File: config.mk
export PLATFORM = sky130hd
export DESIGN_NAME = backplane_status_board_control_regs
export DESIGN_NICKNAME = d
export VERILOG_FILES = /design/src/rtl/bp_regs_pkg.sv /design/src/rtl/pin_sync.sv /design/src/rtl/ctl_bit.sv /design/src/rtl/backplane_status_board_control_regs.sv
export SDC_FILE = /design/constraint.sdc
export NUM_CORES = 1
export LEC_CHECK = 0
export BUFFER_PORTS_ARGS = -buffer_cell sky130_fd_sc_hd__buf_2
export CORE_MARGIN = 2
export CORE_UTILIZATION = 53
export CTS_BUF_LIST = sky130_fd_sc_hd__clkbuf_2 sky130_fd_sc_hd__clkbuf_4 sky130_fd_sc_hd__clkbuf_8
export DETAILED_ROUTE_END_ITERATION = 16
export PLACE_DENSITY = 0.83
export SETUP_SLACK_MARGIN = 0.05
export SLEW_MARGIN = 5
export SYNTH_ARGS = -nofsm -noshare
export SYNTH_HDL_FRONTEND = slang
export SYNTH_HIERARCHICAL = 1
export SYNTH_SLANG_ARGS = --single-unit
File: constraint.sdc
create_clock -name core_clk -period 2.4 [get_ports core_clk]
set_input_delay 0.72 -clock core_clk [delete_from_list [all_inputs] [get_ports core_clk]]
set_output_delay 0.72 -clock core_clk [all_outputs]
set_load 0.01 [all_outputs]
File: src/rtl/bp_regs_pkg.sv
// Purpose: constants for the backplane status and board control bank
// Assumes: byte-wide host i/o port space, 16-bit port addresses
// Notes:   bit positions and reset values used by the register bank, which passes them to the helper modules
package bp_regs_pkg;

    // port addresses
    localparam logic [15:0] ADDR_BACKPLANE_STATUS = 16'h0281;
    localparam logic [15:0] ADDR_GENERAL_CONTROL  = 16'h0282;
    localparam logic [15:0] ADDR_BOARD_CONTROL    = 16'h0283;

    // backplane_status fields
    localparam int BIT_BUS_SPEED   = 7;
    localparam int BIT_SLOT_KIND   = 3;
    localparam int BIT_HOT_SWAP    = 2;
    localparam int BIT_SUPPLY_FAIL = 1;
    localparam int BIT_SUPPLY_DRT  = 0;

    // general_control fields
    localparam int BIT_VIDEO_HI    = 7;
    localparam int BIT_VIDEO_LO    = 6;
    localparam int BIT_FLASH_SEL   = 5;

    // board_control fields
    localparam int BIT_SATA_RUN    = 7;
    localparam int BIT_IGFX_EN     = 6;
    localparam int BIT_TPM_EN      = 5;
    localparam int BIT_RST_GATE    = 4;
    localparam int BIT_SERIAL_RT   = 2;

    // video mode encodings
    localparam logic [1:0] VIDEO_AUTO  = 2'h0;
    localparam logic [1:0] VIDEO_FRONT = 2'h1;
    localparam logic [1:0] VIDEO_REAR  = 2'h2;
    localparam logic [1:0] VIDEO_OFF   = 2'h3;

    // reset values
    localparam logic [1:0] RST_VIDEO_MODE = VIDEO_FRONT;
    localparam logic       RST_FLASH_SEL  = 1'h0;
    localparam logic       RST_SATA_RUN   = 1'h1;
    localparam logic       RST_IGFX_EN    = 1'h1;
    localparam logic       RST_TPM_EN     = 1'h1;
    localparam logic       RST_RST_GATE   = 1'h1;
    localparam logic       RST_SERIAL_RT  = 1'h0;
    localparam logic       RST_PIN_LEVEL  = 1'h1;
    localparam logic       RST_PRST_N     = 1'h1;

    // serial routing encodings
    localparam logic SERIAL_REAR = 1'h0;
    localparam logic SERIAL_EXT  = 1'h1;

endpackage : bp_regs_pkg

File: src/rtl/pin_sync.sv
// Purpose: three-stage synchroniser for one asynchronous pin
// Assumes: pin may change at any time relative to core_clk
// Notes:   output moves only when stages two and three agree
`timescale 1ns/1ps
`default_nettype none
module pin_sync #(
    parameter logic RST_VAL = 1'h1
) (
    // clock and reset
    input  wire logic core_clk,
    input  wire logic rst_n,
    // pin and result
    input  wire logic pin_in,
    output var  logic level_q
);

    logic s1_q;
    logic s2_q;
    logic s3_q;

    // s1 feeds s2 only; the agreement check sees s2 and s3
    always_ff @(posedge core_clk) begin
        if (!rst_n) begin
            s1_q    <= RST_VAL;
            s2_q    <= RST_VAL;
            s3_q    <= RST_VAL;
            level_q <= RST_VAL;
        end else begin
            s1_q <= pin_in;
            s2_q <= s1_q;
            s3_q <= s2_q;
            if (s2_q == s3_q) begin
                level_q <= s3_q;
            end
        end
    end

endmodule : pin_sync
`default_nettype wire

File: src/rtl/ctl_bit.sv
// Purpose: one host-writable control bit with its own reset value
// Assumes: write strobe and data come from the core_clk domain
// Notes:   used for every single-bit r/w control field except the serial route
`timescale 1ns/1ps
`default_nettype none
module ctl_bit #(
    parameter logic RST_VAL = 1'h0
) (
    // clock and reset
    input  wire logic core_clk,
    input  wire logic rst_n,
    // write side
    input  wire logic wr_en,
    input  wire logic wr_val,
    // stored value
    output var  logic bit_q
);

    always_ff @(posedge core_clk) begin
        if (!rst_n) begin
            bit_q <= RST_VAL;
        end else if (wr_en) begin
            bit_q <= wr_val;
        end
    end

endmodule : ctl_bit
`default_nettype wire

File: src/rtl/backplane_status_board_control_regs.sv
// Purpose: host i/o register bank for backplane status and board control
// Assumes: byte i/o reads and writes as one-cycle strobes on core_clk
// Notes:   read data appears one cycle after the read strobe; control
//          outputs other than video mode lag their register bits by one cycle, status pins
//          by three to four cycles of synchroniser delay
//
// What this block does
// - status bit 7 shows bus speed pin
// - status bit 3 shows slot kind pin
// - status bit 2 shows hot swap pin
// - status bit 1 shows supply fail pin
// - status bit 0 shows supply derate pin
// - general bits 7:6 video mode, reset front
// - general bit 5 update flash select, reset 0
// - board bit 7 sata module run control
// - board bit 6 read-only graphics enabled, reset 1
// - board bit 5 tpm enable, reset 1
// - board bit 4 gates backplane reset, peripheral slot
// - board bit 2 serial route rear or extension
// - serial route reset follows board variant strap
`timescale 1ns/1ps
`default_nettype none
module backplane_status_board_control_regs (
    // clock and reset
    input  wire logic        core_clk,
    input  wire logic        rst_n,
    // host i/o port access
    input  wire logic [15:0] io_addr,
    input  wire logic        io_rd_en,
    input  wire logic        io_wr_en,
    input  wire logic [7:0]  io_wdata,
    output var  logic [7:0]  io_rdata_q,
    output var  logic        io_rd_ack_q,
    output var  logic        io_rd_hit_q,
    // backplane pins
    input  wire logic        bus_speed_pin,
    input  wire logic        slot_kind_pin,
    input  wire logic        hot_swap_event_pin,
    input  wire logic        supply_fail_pin,
    input  wire logic        supply_derate_pin,
    input  wire logic        backplane_rst_pin_n,
    // board straps and state
    input  wire logic        front_io_variant,
    input  wire logic        igfx_enabled_pin,
    // control outputs
    output var  logic [1:0]  video_mode_field_q,
    output var  logic        update_flash_select_q,
    output var  logic        sata_module_run_q,
    output var  logic        tpm_enable_q,
    output var  logic        backplane_reset_gate_q,
    output var  logic        serial_route_select_q,
    output var  logic        board_reset_req_q
);

    // synchronised pin levels
    logic bus_speed_flag;
    logic slot_kind_flag;
    logic hot_swap_event_flag;
    logic supply_fail_flag;
    logic supply_derate_flag;
    logic bp_rst_n_sync;
    logic front_io_sync;
    logic igfx_enabled;

    // decode wires
    logic hit_status;
    logic hit_general;
    logic hit_board;
    logic wr_general;
    logic wr_board;
    logic [7:0] status_byte;
    logic [7:0] general_byte;
    logic [7:0] board_byte;
    logic [7:0] rdata_d;
    logic       hit_any;

    // control state
    logic [1:0] video_mode_d;
    logic       flash_sel;
    logic       sata_run;
    logic       tpm_en;
    logic       rst_gate;
    logic       serial_rt_q;
    logic       serial_rt_d;
    logic       strap_load_q;
    logic       strap_hold_d;
    logic       board_rst_d;

    // pins rest high between events, so the chains reset to the idle level
    // and a release of reset shows no false event on the status bits
    // backplane pins, each through three stages
    pin_sync #(.RST_VAL(bp_regs_pkg::RST_PIN_LEVEL)) u_sync_speed (
        .core_clk (core_clk),
        .rst_n    (rst_n),
        .pin_in   (bus_speed_pin),
        .level_q  (bus_speed_flag)
    );

    pin_sync #(.RST_VAL(bp_regs_pkg::RST_PIN_LEVEL)) u_sync_slot (
        .core_clk (core_clk),
        .rst_n    (rst_n),
        .pin_in   (slot_kind_pin),
        .level_q  (slot_kind_flag)
    );

    pin_sync #(.RST_VAL(bp_regs_pkg::RST_PIN_LEVEL)) u_sync_enum (
        .core_clk (core_clk),
        .rst_n    (rst_n),
        .pin_in   (hot_swap_event_pin),
        .level_q  (hot_swap_event_flag)
    );

    pin_sync #(.RST_VAL(bp_regs_pkg::RST_PIN_LEVEL)) u_sync_fail (
        .core_clk (core_clk),
        .rst_n    (rst_n),
        .pin_in   (supply_fail_pin),
        .level_q  (supply_fail_flag)
    );

    pin_sync #(.RST_VAL(bp_regs_pkg::RST_PIN_LEVEL)) u_sync_derate (
        .core_clk (core_clk),
        .rst_n    (rst_n),
        .pin_in   (supply_derate_pin),
        .level_q  (supply_derate_flag)
    );

    pin_sync #(.RST_VAL(bp_regs_pkg::RST_PRST_N)) u_sync_prst (
        .core_clk (core_clk),
        .rst_n    (rst_n),
        .pin_in   (backplane_rst_pin_n),
        .level_q  (bp_rst_n_sync)
    );

    // board strap and graphics level are asynchronous pins as well
    pin_sync #(.RST_VAL(bp_regs_pkg::RST_SERIAL_RT)) u_sync_strap (
        .core_clk (core_clk),
        .rst_n    (rst_n),
        .pin_in   (front_io_variant),
        .level_q  (front_io_sync)
    );

    pin_sync #(.RST_VAL(bp_regs_pkg::RST_IGFX_EN)) u_sync_igfx (
        .core_clk (core_clk),
        .rst_n    (rst_n),
        .pin_in   (igfx_enabled_pin),
        .level_q  (igfx_enabled)
    );

    // address decode
    // full 16-bit compare: aliases higher in port space must not hit
    assign hit_status  = (io_addr == bp_regs_pkg::ADDR_BACKPLANE_STATUS);
    assign hit_general = (io_addr == bp_regs_pkg::ADDR_GENERAL_CONTROL);
    assign hit_board   = (io_addr == bp_regs_pkg::ADDR_BOARD_CONTROL);
    assign hit_any     = hit_status | hit_general | hit_board;

    // a read and write in one cycle is treated as a write plus a read
    // (the read returns the old value, the write lands at the same edge)
    assign wr_general  = io_wr_en & hit_general;
    assign wr_board    = io_wr_en & hit_board;

    // general_control fields
    assign video_mode_d = wr_general
        ? io_wdata[bp_regs_pkg::BIT_VIDEO_HI:bp_regs_pkg::BIT_VIDEO_LO]
        : video_mode_field_q;

    ctl_bit #(.RST_VAL(bp_regs_pkg::RST_FLASH_SEL)) u_flash_sel (
        .core_clk (core_clk),
        .rst_n    (rst_n),
        .wr_en    (wr_general),
        .wr_val   (io_wdata[bp_regs_pkg::BIT_FLASH_SEL]),
        .bit_q    (flash_sel)
    );

    // board_control writable fields
    ctl_bit #(.RST_VAL(bp_regs_pkg::RST_SATA_RUN)) u_sata_run (
        .core_clk (core_clk),
        .rst_n    (rst_n),
        .wr_en    (wr_board),
        .wr_val   (io_wdata[bp_regs_pkg::BIT_SATA_RUN]),
        .bit_q    (sata_run)
    );

    ctl_bit #(.RST_VAL(bp_regs_pkg::RST_TPM_EN)) u_tpm_en (
        .core_clk (core_clk),
        .rst_n    (rst_n),
        .wr_en    (wr_board),
        .wr_val   (io_wdata[bp_regs_pkg::BIT_TPM_EN]),
        .bit_q    (tpm_en)
    );

    ctl_bit #(.RST_VAL(bp_regs_pkg::RST_RST_GATE)) u_rst_gate (
        .core_clk (core_clk),
        .rst_n    (rst_n),
        .wr_en    (wr_board),
        .wr_val   (io_wdata[bp_regs_pkg::BIT_RST_GATE]),
        .bit_q    (rst_gate)
    );

    // the variant strap is a fixed board level, so the route tracks its
    // synchronised copy from reset release until the first host write to
    // board_control: a front i/o board settles on the extension module
    // once the chain has filled, a rear i/o board stays on rear i/o
    // limitation: for about five cycles after release a front board
    // still shows the rear route
    assign strap_hold_d = strap_load_q & ~wr_board;
    assign serial_rt_d = wr_board
        ? io_wdata[bp_regs_pkg::BIT_SERIAL_RT]
        : (strap_load_q ? front_io_sync : serial_rt_q);

    // backplane reset only passes in a peripheral slot with gate open;
    // a system-slot board owns the backplane reset and must ignore it
    assign board_rst_d = ~bp_rst_n_sync & slot_kind_flag & rst_gate;

    // register images; unused bits stay zero
    // status bits are the synchronised pin levels, never the raw pins
    assign status_byte = {
        bus_speed_flag,
        3'h0,
        slot_kind_flag,
        hot_swap_event_flag,
        supply_fail_flag,
        supply_derate_flag
    };

    assign general_byte = {video_mode_field_q, flash_sel, 5'h00};

    assign board_byte = {
        sata_run,
        igfx_enabled,
        tpm_en,
        rst_gate,
        1'h0,
        serial_rt_q,
        2'h0
    };

    assign rdata_d = hit_status  ? status_byte  :
                     hit_general ? general_byte :
                     hit_board   ? board_byte   : 8'h00;

    // control state
    // video mode lives here because its two bits share one write strobe
    always_ff @(posedge core_clk) begin
        if (!rst_n) begin
            video_mode_field_q <= bp_regs_pkg::RST_VIDEO_MODE;
            serial_rt_q        <= bp_regs_pkg::RST_SERIAL_RT;
        end else begin
            video_mode_field_q <= video_mode_d;
            serial_rt_q        <= serial_rt_d;
        end
    end

    // strap tracking ends at the first host write to board_control, so a
    // later strap glitch can never undo a route the host has chosen
    always_ff @(posedge core_clk) begin
        if (!rst_n) begin
            strap_load_q <= 1'h1;
        end else begin
            strap_load_q <= strap_hold_d;
        end
    end

    // read port
    // ack answers every read, hit only reads inside the bank; data holds
    // its last value so a slow host may pick it up after the ack
    always_ff @(posedge core_clk) begin
        if (!rst_n) begin
            io_rdata_q  <= 8'h00;
            io_rd_ack_q <= 1'h0;
            io_rd_hit_q <= 1'h0;
        end else begin
            io_rd_ack_q <= io_rd_en;
            io_rd_hit_q <= io_rd_en & hit_any;
            if (io_rd_en) begin
                io_rdata_q <= rdata_d;
            end
        end
    end

    // outputs straight from flops
    // one cycle of extra lag buys glitch-free control pins off the board
    always_ff @(posedge core_clk) begin
        if (!rst_n) begin
            update_flash_select_q  <= bp_regs_pkg::RST_FLASH_SEL;
            sata_module_run_q      <= bp_regs_pkg::RST_SATA_RUN;
            tpm_enable_q           <= bp_regs_pkg::RST_TPM_EN;
            backplane_reset_gate_q <= bp_regs_pkg::RST_RST_GATE;
            serial_route_select_q  <= bp_regs_pkg::RST_SERIAL_RT;
            board_reset_req_q      <= 1'h0;
        end else begin
            update_flash_select_q  <= flash_sel;
            sata_module_run_q      <= sata_run;
            tpm_enable_q           <= tpm_en;
            backplane_reset_gate_q <= rst_gate;
            serial_route_select_q  <= serial_rt_q;
            board_reset_req_q      <= board_rst_d;
        end
    end

endmodule : backplane_status_board_control_regs
`default_nettype wire

==> key figures, run 1 <==
Critical path
  • Worst r2r path cells: 4
  • Critical path fanouts, max: 5
  • FF-to-FF End: io_rdata_q[2]
  • Register-to-register setup slack: ~1.4 ns
  • Critical Path Start Type: input port
  • CP arrival: 1.97 ns
  • Critical Setup Path Class: in -> reg
  • CP Capture Type: register
  • Reg2reg start: u_sync_enum/level_q
  • WP data required: about 2.6 ns

STA
  • Fmax: between 0.5 and 0.6 GHz
  • Worst slew pin tran: 0.5498 ns
  • Final Max Slew Viols: 0
  • RSZ-0062 raised after global routing: no
  • Clk_skew: 0.004064 ns
  • Relative slew slack: 63.35%
  • Final Cycle Share: 73.87%
  • Min cycle time layout: roughly 1.8 ns
  • Final setup viols: 0
  • Setup TNS: 0 ns
  • Hold Fails Final Rpt: 0

Worst hold path
  • WHS Endpoint: u_sync_igfx/s2_q
  • Hold Path Class: reg -> reg
  • Hold Crit Start: u_sync_igfx/s1_q
  • Hold Path Stages: 1

Detailed routing
  • DRC viols: 0
  • Top routing layer used: met4
  • DR WL/cell: 10.90 um
  • Drt pass-1 iters: 4
  • Antenna Nets Post-Route: 0
  • Drt via density: around 4.8
  • Routed metal-1 wirelength: 1390 um
  • Vias: 1,386
  • 1st-iter DRT viols: 84
  • Routed WL: 3149 um
  • DR WL met3: ~210 um
  • WL met2: 1531 um

Clock tree
  • Setup repair bufs after CTS: 0
  • CTS H-Tree Depth: 2
  • Max clock buf depth: 2
  • Cts bufs inserted: 5
  • Root Buffer Master: clkbuf_8
  • Cts hold-fix bufs: 0
  • Clk Latency, worst-skew pair: roughly 0.3 ns
  • CTS clk-pin slew, worst paths: around 0.090 ns
  • Clock sink count: 56
  • CTS tree: built
  • Post-cts sizing count: 0

Logic synthesis
  • Sequential share of the synthesized area: 57.58%
  • Cell area after synthesis: 1947 um^2
  • Post-synth EDFFs: 0
  • Synth Register Bits: 56
  • Mapped Cells: 185
  • Synth Flop Type: dfxtp_1
  • Synth cell types: 32
  • Ys Warns: 6
  • Ys async rst share: 0%
  • Syn nets: 221
  • Syn_area_per_cell: 10.52 um^2

Final layout
  • Area occupied by multi-input gates: ~780 um^2
  • Layout area overhead: 21.53%
  • Biggest regs: io_rdata_q: 8 flops, video_mode_field_q: 2 flops
  • Storage element area: 1121 um^2
  • Fin area: 2366 um^2
  • Utilization after layout: 65.61%
  • Ratio of cells with drive above 1 in the final layout: 29.46%
  • Max reg flops: 8
  • Final Net Count: 276
  • Most flops, register: io_rdata_q
  • Ant. Diodes: 0
  • Fillers: 297

Floorplanning
  • Row cnt: 22
  • Initial cell density of the core: 53.99%
  • Die width: 64.61 um
  • Die extent in y: 64.61 um
  • I/O pin count: between 50 and 60
  • Die ar.: 4174 um^2
  • Core ar.: 3606 um^2

Placed design
  • HPWL after detailed placement: 2285 um
  • Port buffer count: 50
  • Final Wtd Congestion: 0.8150
  • Post-DP Area: about 2300 um^2

Global routing
  • Number of global-route vias before repair: 1,357
  • First-pass GRT wire length: between 5000 and 6000 um
  • Remaining Overflow, GRT: 0
  • Initial antenna violation count: 0
  • Gr usage total: between 15 and 20%
  • Largest net degree at the start of global routing: 34

Power
  • Pleak: 0.9731 nW
  • P per Cell Area: around 660 nW/um^2
  • Maximum vdd drop: around 0.46 mV

Run
  • Max_cap viols: 0

Status
  • Status: complete, no violations
-- layout by cell type (no fill, tap or decap), drive strengths merged, types with 3 or more instances in the layout --
cell type	n
o21ai	9
and2	9
mux2	3
dfxtp	56
clkbuf	6
nor2b	6
nor3	5
nand2b	24
inv	5
mux2i	9
o21a	3
buf	53
a21oi	8
nand2	17
nor2	11
-- synth_stat cells, types with 4 or more instances --
cell type | count | area share (%)
dfxtp_1 | 56 | 58
nand2b_1 | 24 | 7.7
nand2_1 | 17 | 3.3
nor2_1 | 10 | 1.9
mux2i_1 | 9 | 4.6
a21oi_1 | 8 | 2.1
and2_1 | 8 | 2.6
o21ai_1 | 8 | 2.1
nor2b_1 | 6 | 1.9
inv_1 | 5 | 0.96
nor3_1 | 4 | 1.0
-- cell type report --
type                            count  area share, %
Sequential cell                    56          47.38
Multi-Input combinational cell    119          33.10
Timing Repair Buffer               53          12.06
Clock buffer                        6          3.490
Tap cell                           48          2.538
Inverter                            5         0.7932
Clock inverter                      2         0.6346
-- routing by layer --
layer  up-vias  global-route usage, %
met3         2                  4.514
met2        39                  30.73
li1        726                      -
met5         -                      0
met4         0                  7.447
met1       619                  18.60
-- cell families (layout without fill, tap and decap cells) --
kind of cell / count (synthesis) / count (layout) / share of synthesized area [%]
buf+inv: 10 / 66 / 2.185
flops: 56 / 56 / 57.58
mux: 12 / 12 / 6.363
compound gates: 26 / 26 / 7.841
simple gates: 81 / 81 / 26.03
-- metrics by stage --
step	setup WS [ns]	hold slack (ns)	total power [W]	std cells
CTS	0.6132	0.4143	0.001573	289
global route	0.5220	0.4294	0.001630	289
global placement	0.3306	0.3886	0.001062	281
detailed placement	0.3062	0.3928	0.001065	281
floorplan	0.4982	0.3863	0.001013	185
finish	0.6271	0.4127	0.001554	289
-- worst max path at each step --
stage	start	end	slack, ns	cells after the start
3_3_place_gp	io_addr[10]	u_flash_sel/bit_q	0.33	6
3_5_place_dp	io_addr[10]	u_flash_sel/bit_q	0.31	6
2_1_floorplan	io_addr[0]	u_rst_gate/bit_q	0.50	6
5_1_grt	io_addr[10]	u_flash_sel/bit_q	0.52	6
6_report	io_addr[10]	u_flash_sel/bit_q	0.63	6
4_1_cts	io_addr[0]	u_sata_run/bit_q	0.61	6
-- critical path, stage by stage --
cell and delay [ns]:
buf_2 0.11, nor4b_4 0.30, nand4_2 0.25, nor3_4 0.32
mux2i_1 0.22, nor2b_1 0.06
-- power breakdown --
part | internal (W) | switching, W
combinational | 0.0000444 | 0.0000452
clock | 0.000234 | 0.000278
sequential | 0.000946 | 0.00000610
total | 0.00122 | 0.000330
(Power assumes the default switching activity.)
==> run 2: changes to the inputs <==
Settings changed: CORE_UTILIZATION 53 to 48, PLACE_DENSITY 0.83 to 0.79.
Clock period 2.4 ns to 1.42 ns, I/O delays scaled along.
==> run 2 against run 1 <==
  * Die area is 9.7% higher
  * Routed wire length is 13% higher
  * Global-route usage is 0.16 points higher
  * Sequential share of layout area is 3.0 points lower
  * Worst setup slack worse by 0.59 ns
  * Combinational power is 95% higher
  * Register-to-register slack worse by 0.98 ns
  * Clock-buffer cell count is 1 higher
  * Sequential cell count stayed put
  * Cell area is 6.7% higher
  * First-iteration DRC count is 9.5% lower
  * Clock power is 110% higher
  * Largest cell class unchanged
  * Highest routed layer unchanged
==> key figures, run 2 (synthesis gave the netlist of run 1 again) <==
Detailed routing
  • 1st-iter DRT viols: 76 (-9.5%)
  • DRC viols: 0 (unchanged)
  • DR WL met3: 240 um (+15%)
  • Vias: 1,438 (+3.8%)
  • Drt via density: 4.809 (+0.28%)
  • Routed metal-1 wirelength: 1546 um (+11%)
  • Routed WL: 3554 um (+13%)
  • Top routing layer used: met4
  • WL met2: 1706 um (+11%)
  • Antenna Nets Post-Route: 0 (unchanged)
  • Drt pass-1 iters: 4 (unchanged)
  • DR WL/cell: 11.89 um (+9.1%)

STA
  • Worst slew pin tran: 0.3678 ns (-0.1820 ns)
  • Hold WS: 0.2977 ns (-0.1150 ns)
  • Relative slew slack: 75.48% (+12 points)
  • Setup TNS: 0 ns (unchanged)
  • Hold Fails Final Rpt: 0 (unchanged)
  • Final Cycle Share: 97.57%
  • Final Max Slew Viols: 0 (unchanged)
  • Min cycle time layout: between 1 and 1.5 ns
  • Fmax: about 0.72 GHz
  • RSZ-0062 raised after global routing: yes
  • Clk_skew: 0.007799 ns (+0.003735 ns)
  • Final setup viols: 0 (unchanged)

Critical path
  • Critical Setup Path Class: in -> reg
  • CP arrival: 1.58 ns (-0.39 ns)
  • WP data required: 1.61 ns (-0.99 ns)
  • CP Capture Type: register
  • Critical path fanouts, max: 4 (-1)
  • Critical Path Start Type: input port

Final layout
  • Biggest regs: io_rdata_q: 8 flops, video_mode_field_q: 2 flops
  • Ratio of cells with drive above 1 in the final layout: 33.33% (+3.9 points)
  • Finished Layout Cells: 299 (+3.5%)
  • Utilization after layout: 64.01% (-1.6 points)
  • Commonest non-fill, non-tap cells in the layout: 56 x dfxtp_1, 46 x buf_2, 24 x nand2b_1
  • Commonest non-fill, non-tap cell in the layout: dfxtp_1
  • Most flops, register: io_rdata_q
  • Max reg flops: 8 (unchanged)
  • Ant. Diodes: 0 (unchanged)
  • Final Net Count: 284 (+2.9%)
  • Layout area overhead: 29.63%

Placed design
  • HPWL after detailed placement: 2577 um (+13%)
  • Final Wtd Congestion: 0.7151 (-12%)
  • Port buffer count: 50 (unchanged)
  • Post-Place Cells: 291 (+3.6%)

Global routing
  • Largest net degree at the start of global routing: 21 (-38%)
  • Number of global-route vias before repair: 1,322 (-2.6%)
  • Remaining Overflow, GRT: 0 (unchanged)
  • Gr usage total: 17.15% (+0.16 points)
  • First-pass GRT wire length: 5678 um (+3.3%)
  • Initial antenna violation count: 0 (unchanged)

Clock tree
  • Clock sink count: 56 (unchanged)
  • Setup repair bufs after CTS: 0 (unchanged)
  • Cts hold-fix bufs: 0 (unchanged)
  • Clk Latency, worst-skew pair: 0.30 ns (about the same)
  • Root Buffer Master: clkbuf_8
  • Max clock buf depth: 2 (unchanged)
  • Cts bufs inserted: 5 (unchanged)
  • CTS tree: built
  • CTS H-Tree Depth: 2 (unchanged)
  • CTS clk-pin slew, worst paths: 0.09 ns (about the same)

Status
  • Status: complete, no violations

Worst hold path
  • Hold Path Class: in -> reg

Floorplanning
  • Die width: 67.69 um (+4.8%)
  • Die extent in y: 67.69 um (+4.8%)
  • Die ar.: 4581 um^2 (+9.7%)
  • Row cnt: 23 (+4.5%)
  • Core ar.: 3943 um^2 (+9.3%)
  • Initial cell density of the core: 49.38% (-4.6 points)
  • I/O pin count: 54 (unchanged)

Run
  • Max_cap viols: 0 (unchanged)

Power
  • P per Cell Area: 1142 nW/um^2 (+74%)
  • Pleak: 1.050 nW (+7.9%)
  • Maximum vdd drop: 0.7633 mV (+66%)
run 2: changes by cell type in the layout (fill, tap and decap cells not counted), moves of 2 or more:
cell	delta
buf_6	+7
buf_4	+5
buf_2	-4
clkinvlp_4	-2
o32ai_1	-2
o32ai_2	+2
run 2: per-stage QoR:
| stage | cell area, um^2 | total power, W | worst slack, ns |
|---|---|---|---|
| after floorplan | 1957 | 0.001714 | -0.1579 |
| after global placement | 2341 | 0.001807 | -0.2487 |
| after detailed placement | 2341 | 0.001812 | -0.3301 |
| after CTS | 2499 | 0.002912 | 0.01225 |
| after global routing | 2524 | 0.002996 | -0.02214 |
| final | 2524 | 0.002881 | 0.03452 |
run 2: worst max-delay path: stages:
cell	delay, ns
buf_6	0.09
nor4b_4	0.32
nand4_1	0.22
nor2_4	0.24
mux2i_1	0.21
nand2_1	0.06
run 2: repair_timing:
item                                    CTS  global route
pin swaps                                 4             4
resized for setup                         6             4
endpoints found under the setup margin   10            12
run 2: worst paths after layout:
path	from	end	slack (ns)	cells after the start
max	io_addr[12]	u_sata_run/bit_q	0.03	6
max reg2reg	u_sata_run/bit_q	io_rdata_q[7]	0.46	3
min	hot_swap_event_pin	u_sync_enum/s1_q	0.30	2
min reg2reg	u_sync_derate/s1_q	u_sync_derate/s2_q	0.41	1
run 2: report_power, final:
| part | switching, W | total, W | leakage [nW] | internal, W |
|---|---|---|---|---|
| Sequential | 0.0000103 | 0.00161 | 0.457 | 0.00160 |
| Combinational | 0.0000831 | 0.000175 | 0.529 | 0.0000916 |
| Clock | 0.000476 | 0.00110 | 0.0645 | 0.000622 |
| Total | 0.000569 | 0.00288 | 1.05 | 0.00231 |
run 2: area by class of cell:
| cell class | instances | area (um^2) |
|---|---|---|
| fillers | 331 | 1419 |
| flip-flops and latches | 56 | 1121 |
| multi-input cells | 119 | 813.3 |
| repair buffers | 61 | 381.6 |
| clock buffers | 7 | 96.34 |
| well taps | 50 | 62.56 |
| clock inverters | 1 | 30.03 |
| inverters | 5 | 18.77 |
run 2: metal layers:
layer / up-vias / GRT usage, %
li1: 738 / -
met1: 650 / 20.46
met2: 44 / 28.68
met3: 6 / 4.667
met4: 0 / 7.653
met5: - / 0
==> run 3: changes to the inputs <==
Settings changed: RECOVER_POWER set to 100.
==> run 3 against run 2 <==
  * Via count is 0.49% higher
  * Worst setup slack worse by 0.0032 ns
  * Clock skew hardly changed
  * Maximum frequency is 0.23% lower
  * Cell area is 1.0% lower
  * Non-clock buffer count stayed put
  * Combinational power hardly changed
  * First-iteration DRC count is 9.2% lower
  * Register-to-register slack hardly changed
  * Critical path depth stayed put
  * Hold slack better by 0.0018 ns
==> key figures, run 3 (synthesis gave the netlist of run 1 again) <==
Status
  • Status: complete, no violations

Clock tree
  • Cts bufs inserted: 5 (unchanged)
  • Clk Latency, worst-skew pair: 0.31 ns (about the same)
  • Setup repair bufs after CTS: 0 (unchanged)
  • CTS clk-pin slew, worst paths: 0.09 ns (about the same)
  • Clock sink count: 56 (unchanged)
  • Cts hold-fix bufs: 0 (unchanged)
  • Max clock buf depth: 2 (unchanged)
  • CTS H-Tree Depth: 2 (unchanged)
  • CTS tree: built
  • Root Buffer Master: clkbuf_8

STA
  • Fmax: 0.7201 GHz (-0.23%)
  • Final Cycle Share: 97.80% (+0.23 points)
  • Worst slew pin tran: 0.5980 ns (+0.2302 ns)
  • Hold Fails Final Rpt: 0 (unchanged)
  • RSZ-0062 raised after global routing: yes
  • Final setup viols: 0 (unchanged)
  • Final Max Slew Viols: 0 (unchanged)
  • Min cycle time layout: 1.389 ns (+0.003226 ns)
  • Relative slew slack: 60.14% (-15 points)
  • Clk_skew: 0.007648 ns (-0.0001512 ns)
  • Setup TNS: 0 ns (unchanged)

Detailed routing
  • Routed WL: 3580 um (+0.73%)
  • DR WL/cell: 11.97 um (+0.73%)
  • Vias: 1,445 (+0.49%)
  • 1st-iter DRT viols: 69 (-9.2%)
  • Top routing layer used: met4
  • DR WL met3: 274 um (+14%)
  • Antenna Nets Post-Route: 0 (unchanged)
  • WL met2: 1675 um (-1.8%)
  • DRC viols: 0 (unchanged)
  • Routed metal-1 wirelength: 1569 um (+1.5%)
  • Drt pass-1 iters: 4 (unchanged)
  • Drt via density: 4.833 (+0.49%)

Final layout
  • Most flops, register: io_rdata_q
  • Finished Layout Cells: 299 (unchanged)
  • Layout area overhead: 28.28%
  • Ratio of cells with drive above 1 in the final layout: 25.70% (-7.6 points)
  • Utilization after layout: 63.35% (-0.67 points)
  • Max reg flops: 8 (unchanged)
  • Commonest non-fill, non-tap cells in the layout: 56 x dfxtp_1, 28 x buf_2, 24 x nand2b_1
  • Final Net Count: 284 (unchanged)
  • Ant. Diodes: 0 (unchanged)
  • Biggest regs: io_rdata_q: 8 flops, video_mode_field_q: 2 flops
  • Commonest non-fill, non-tap cell in the layout: dfxtp_1

Placed design
  • Port buffer count: 50 (unchanged)
  • Final Wtd Congestion: 0.7151 (unchanged)
  • Post-Place Cells: 291 (unchanged)
  • HPWL after detailed placement: 2577 um (unchanged)

Critical path
  • CP delay by family, top: simple AND/OR/NAND/NOR gates
  • Critical Path Start Type: input port
  • Critical path fanouts, max: 4 (unchanged)
  • CP Capture Type: register
  • CP arrival: 1.58 ns (about the same)
  • CP Launch Point: io_addr[12]
  • CP max stage delay: 0.32 ns (about the same)
  • Critical Setup Path Class: in -> reg
  • Crit-path slowest cell: nor4b_4
  • CP Cell Sequence: buf_6 > nor4b_4 > nand4_1 > nor2_4 > mux2i_1 > nand2_1
  • Reg2reg start: u_sata_run/bit_q
  • WP data required: 1.61 ns (about the same)
  • CP Buf/Inv Count: 1 (unchanged)

Global routing
  • Largest net degree at the start of global routing: 21 (unchanged)
  • First-pass GRT wire length: 5678 um (unchanged)
  • Remaining Overflow, GRT: 0 (unchanged)
  • Number of global-route vias before repair: 1,322 (unchanged)
  • Initial antenna violation count: 0 (unchanged)
  • Gr usage total: 17.15% (unchanged)

Power
  • Pleak: 0.9792 nW (-6.8%)
  • P per Cell Area: 1152 nW/um^2 (+0.93%)
  • Maximum vdd drop: 0.7544 mV (-1.2%)
  • Switching pwr: 0.0005676 W (-0.25%)
  • Reg power frac: 55.9% (about the same)
  • Clk network pwr share: 38.1% (about the same)
  • Internal Power: 0.002310 W (about the same)
  • Switching Fraction: 19.72% (-0.025 points)
  • Gate power share: 6.0% (about the same)

Floorplanning
  • Die width: 67.69 um (unchanged)
  • Core ar.: 3943 um^2 (unchanged)
  • Initial cell density of the core: 49.38% (unchanged)
  • Die extent in y: 67.69 um (unchanged)
  • I/O pin count: 54 (unchanged)
  • Die ar.: 4581 um^2 (unchanged)
  • Row cnt: 23 (unchanged)

Worst hold path
  • Hold Crit Start: hot_swap_event_pin
  • Hold Path Class: in -> reg

Run
  • Max_cap viols: 0 (unchanged)
run 3: changes by cell type in the layout (fill, tap and decap cells not counted):
| cell | previous run | this run |
|---|---|---|
| a21boi_0 | 0 | 1 |
| a21boi_1 | 1 | 0 |
| and2_0 | 0 | 2 |
| and2_1 | 8 | 6 |
| buf_2 | 46 | 28 |
| buf_4 | 7 | 6 |
| clkbuf_1 | 0 | 19 |
| o21ai_0 | 1 | 8 |
| o21ai_1 | 8 | 1 |
run 3: power groups by stage:
stage          logic [W]  registers (W)  clock network [W]
6_report        0.000172        0.00161            0.00110
5_1_grt         0.000189        0.00161            0.00119
4_1_cts         0.000174        0.00161            0.00113
3_5_place_dp    0.000166        0.00165                  0
3_3_place_gp    0.000162        0.00164                  0
2_1_floorplan  0.0000697        0.00164                  0
run 3: final cells by class:
cell class | instances | area, um^2
Clock buffer | 7 | 96.34
Clock inverter | 1 | 30.03
Fill cell | 343 | 1445
Inverter | 5 | 18.77
Multi-Input combinational cell | 119 | 813.3
Sequential cell | 56 | 1121
Tap cell | 50 | 62.56
Timing Repair Buffer | 61 | 355.3
run 3: layer usage:
layer  vias to the layer above  track usage [%]
met5                         -                0
met4                         0            7.653
met3                         6            4.667
met2                        58            28.68
met1                       642            20.46
li1                        739                -
run 3: worst paths after layout:
kind,to,slack [ns],cells past startpoint
hold reg to reg,u_sync_speed/s2_q,0.41,1
setup reg to reg,io_rdata_q[7],0.45,3
hold / removal,u_sync_enum/s1_q,0.30,2
setup / recovery,u_sata_run/bit_q,0.03,6
run 3: timing repair:
action                     CTS  global route
setup endpoints to repair   10            12
pin swaps                    4             4
resized for setup            6             4
gates cloned                 0             0
run 3: metrics by stage:
step / setup slack (ns) / hold WS, ns / cell area (um^2) / total power [W]
after CTS: 0.01225 / 0.2843 / 2499 / 0.002912
after floorplan: -0.1579 / 0.3863 / 1957 / 0.001714
after global routing: -0.02214 / 0.2848 / 2497 / 0.002994
after detailed placement: -0.3301 / 0.3953 / 2341 / 0.001812
after global placement: -0.2487 / 0.3884 / 2341 / 0.001807
final: 0.03129 / 0.2995 / 2497 / 0.002878
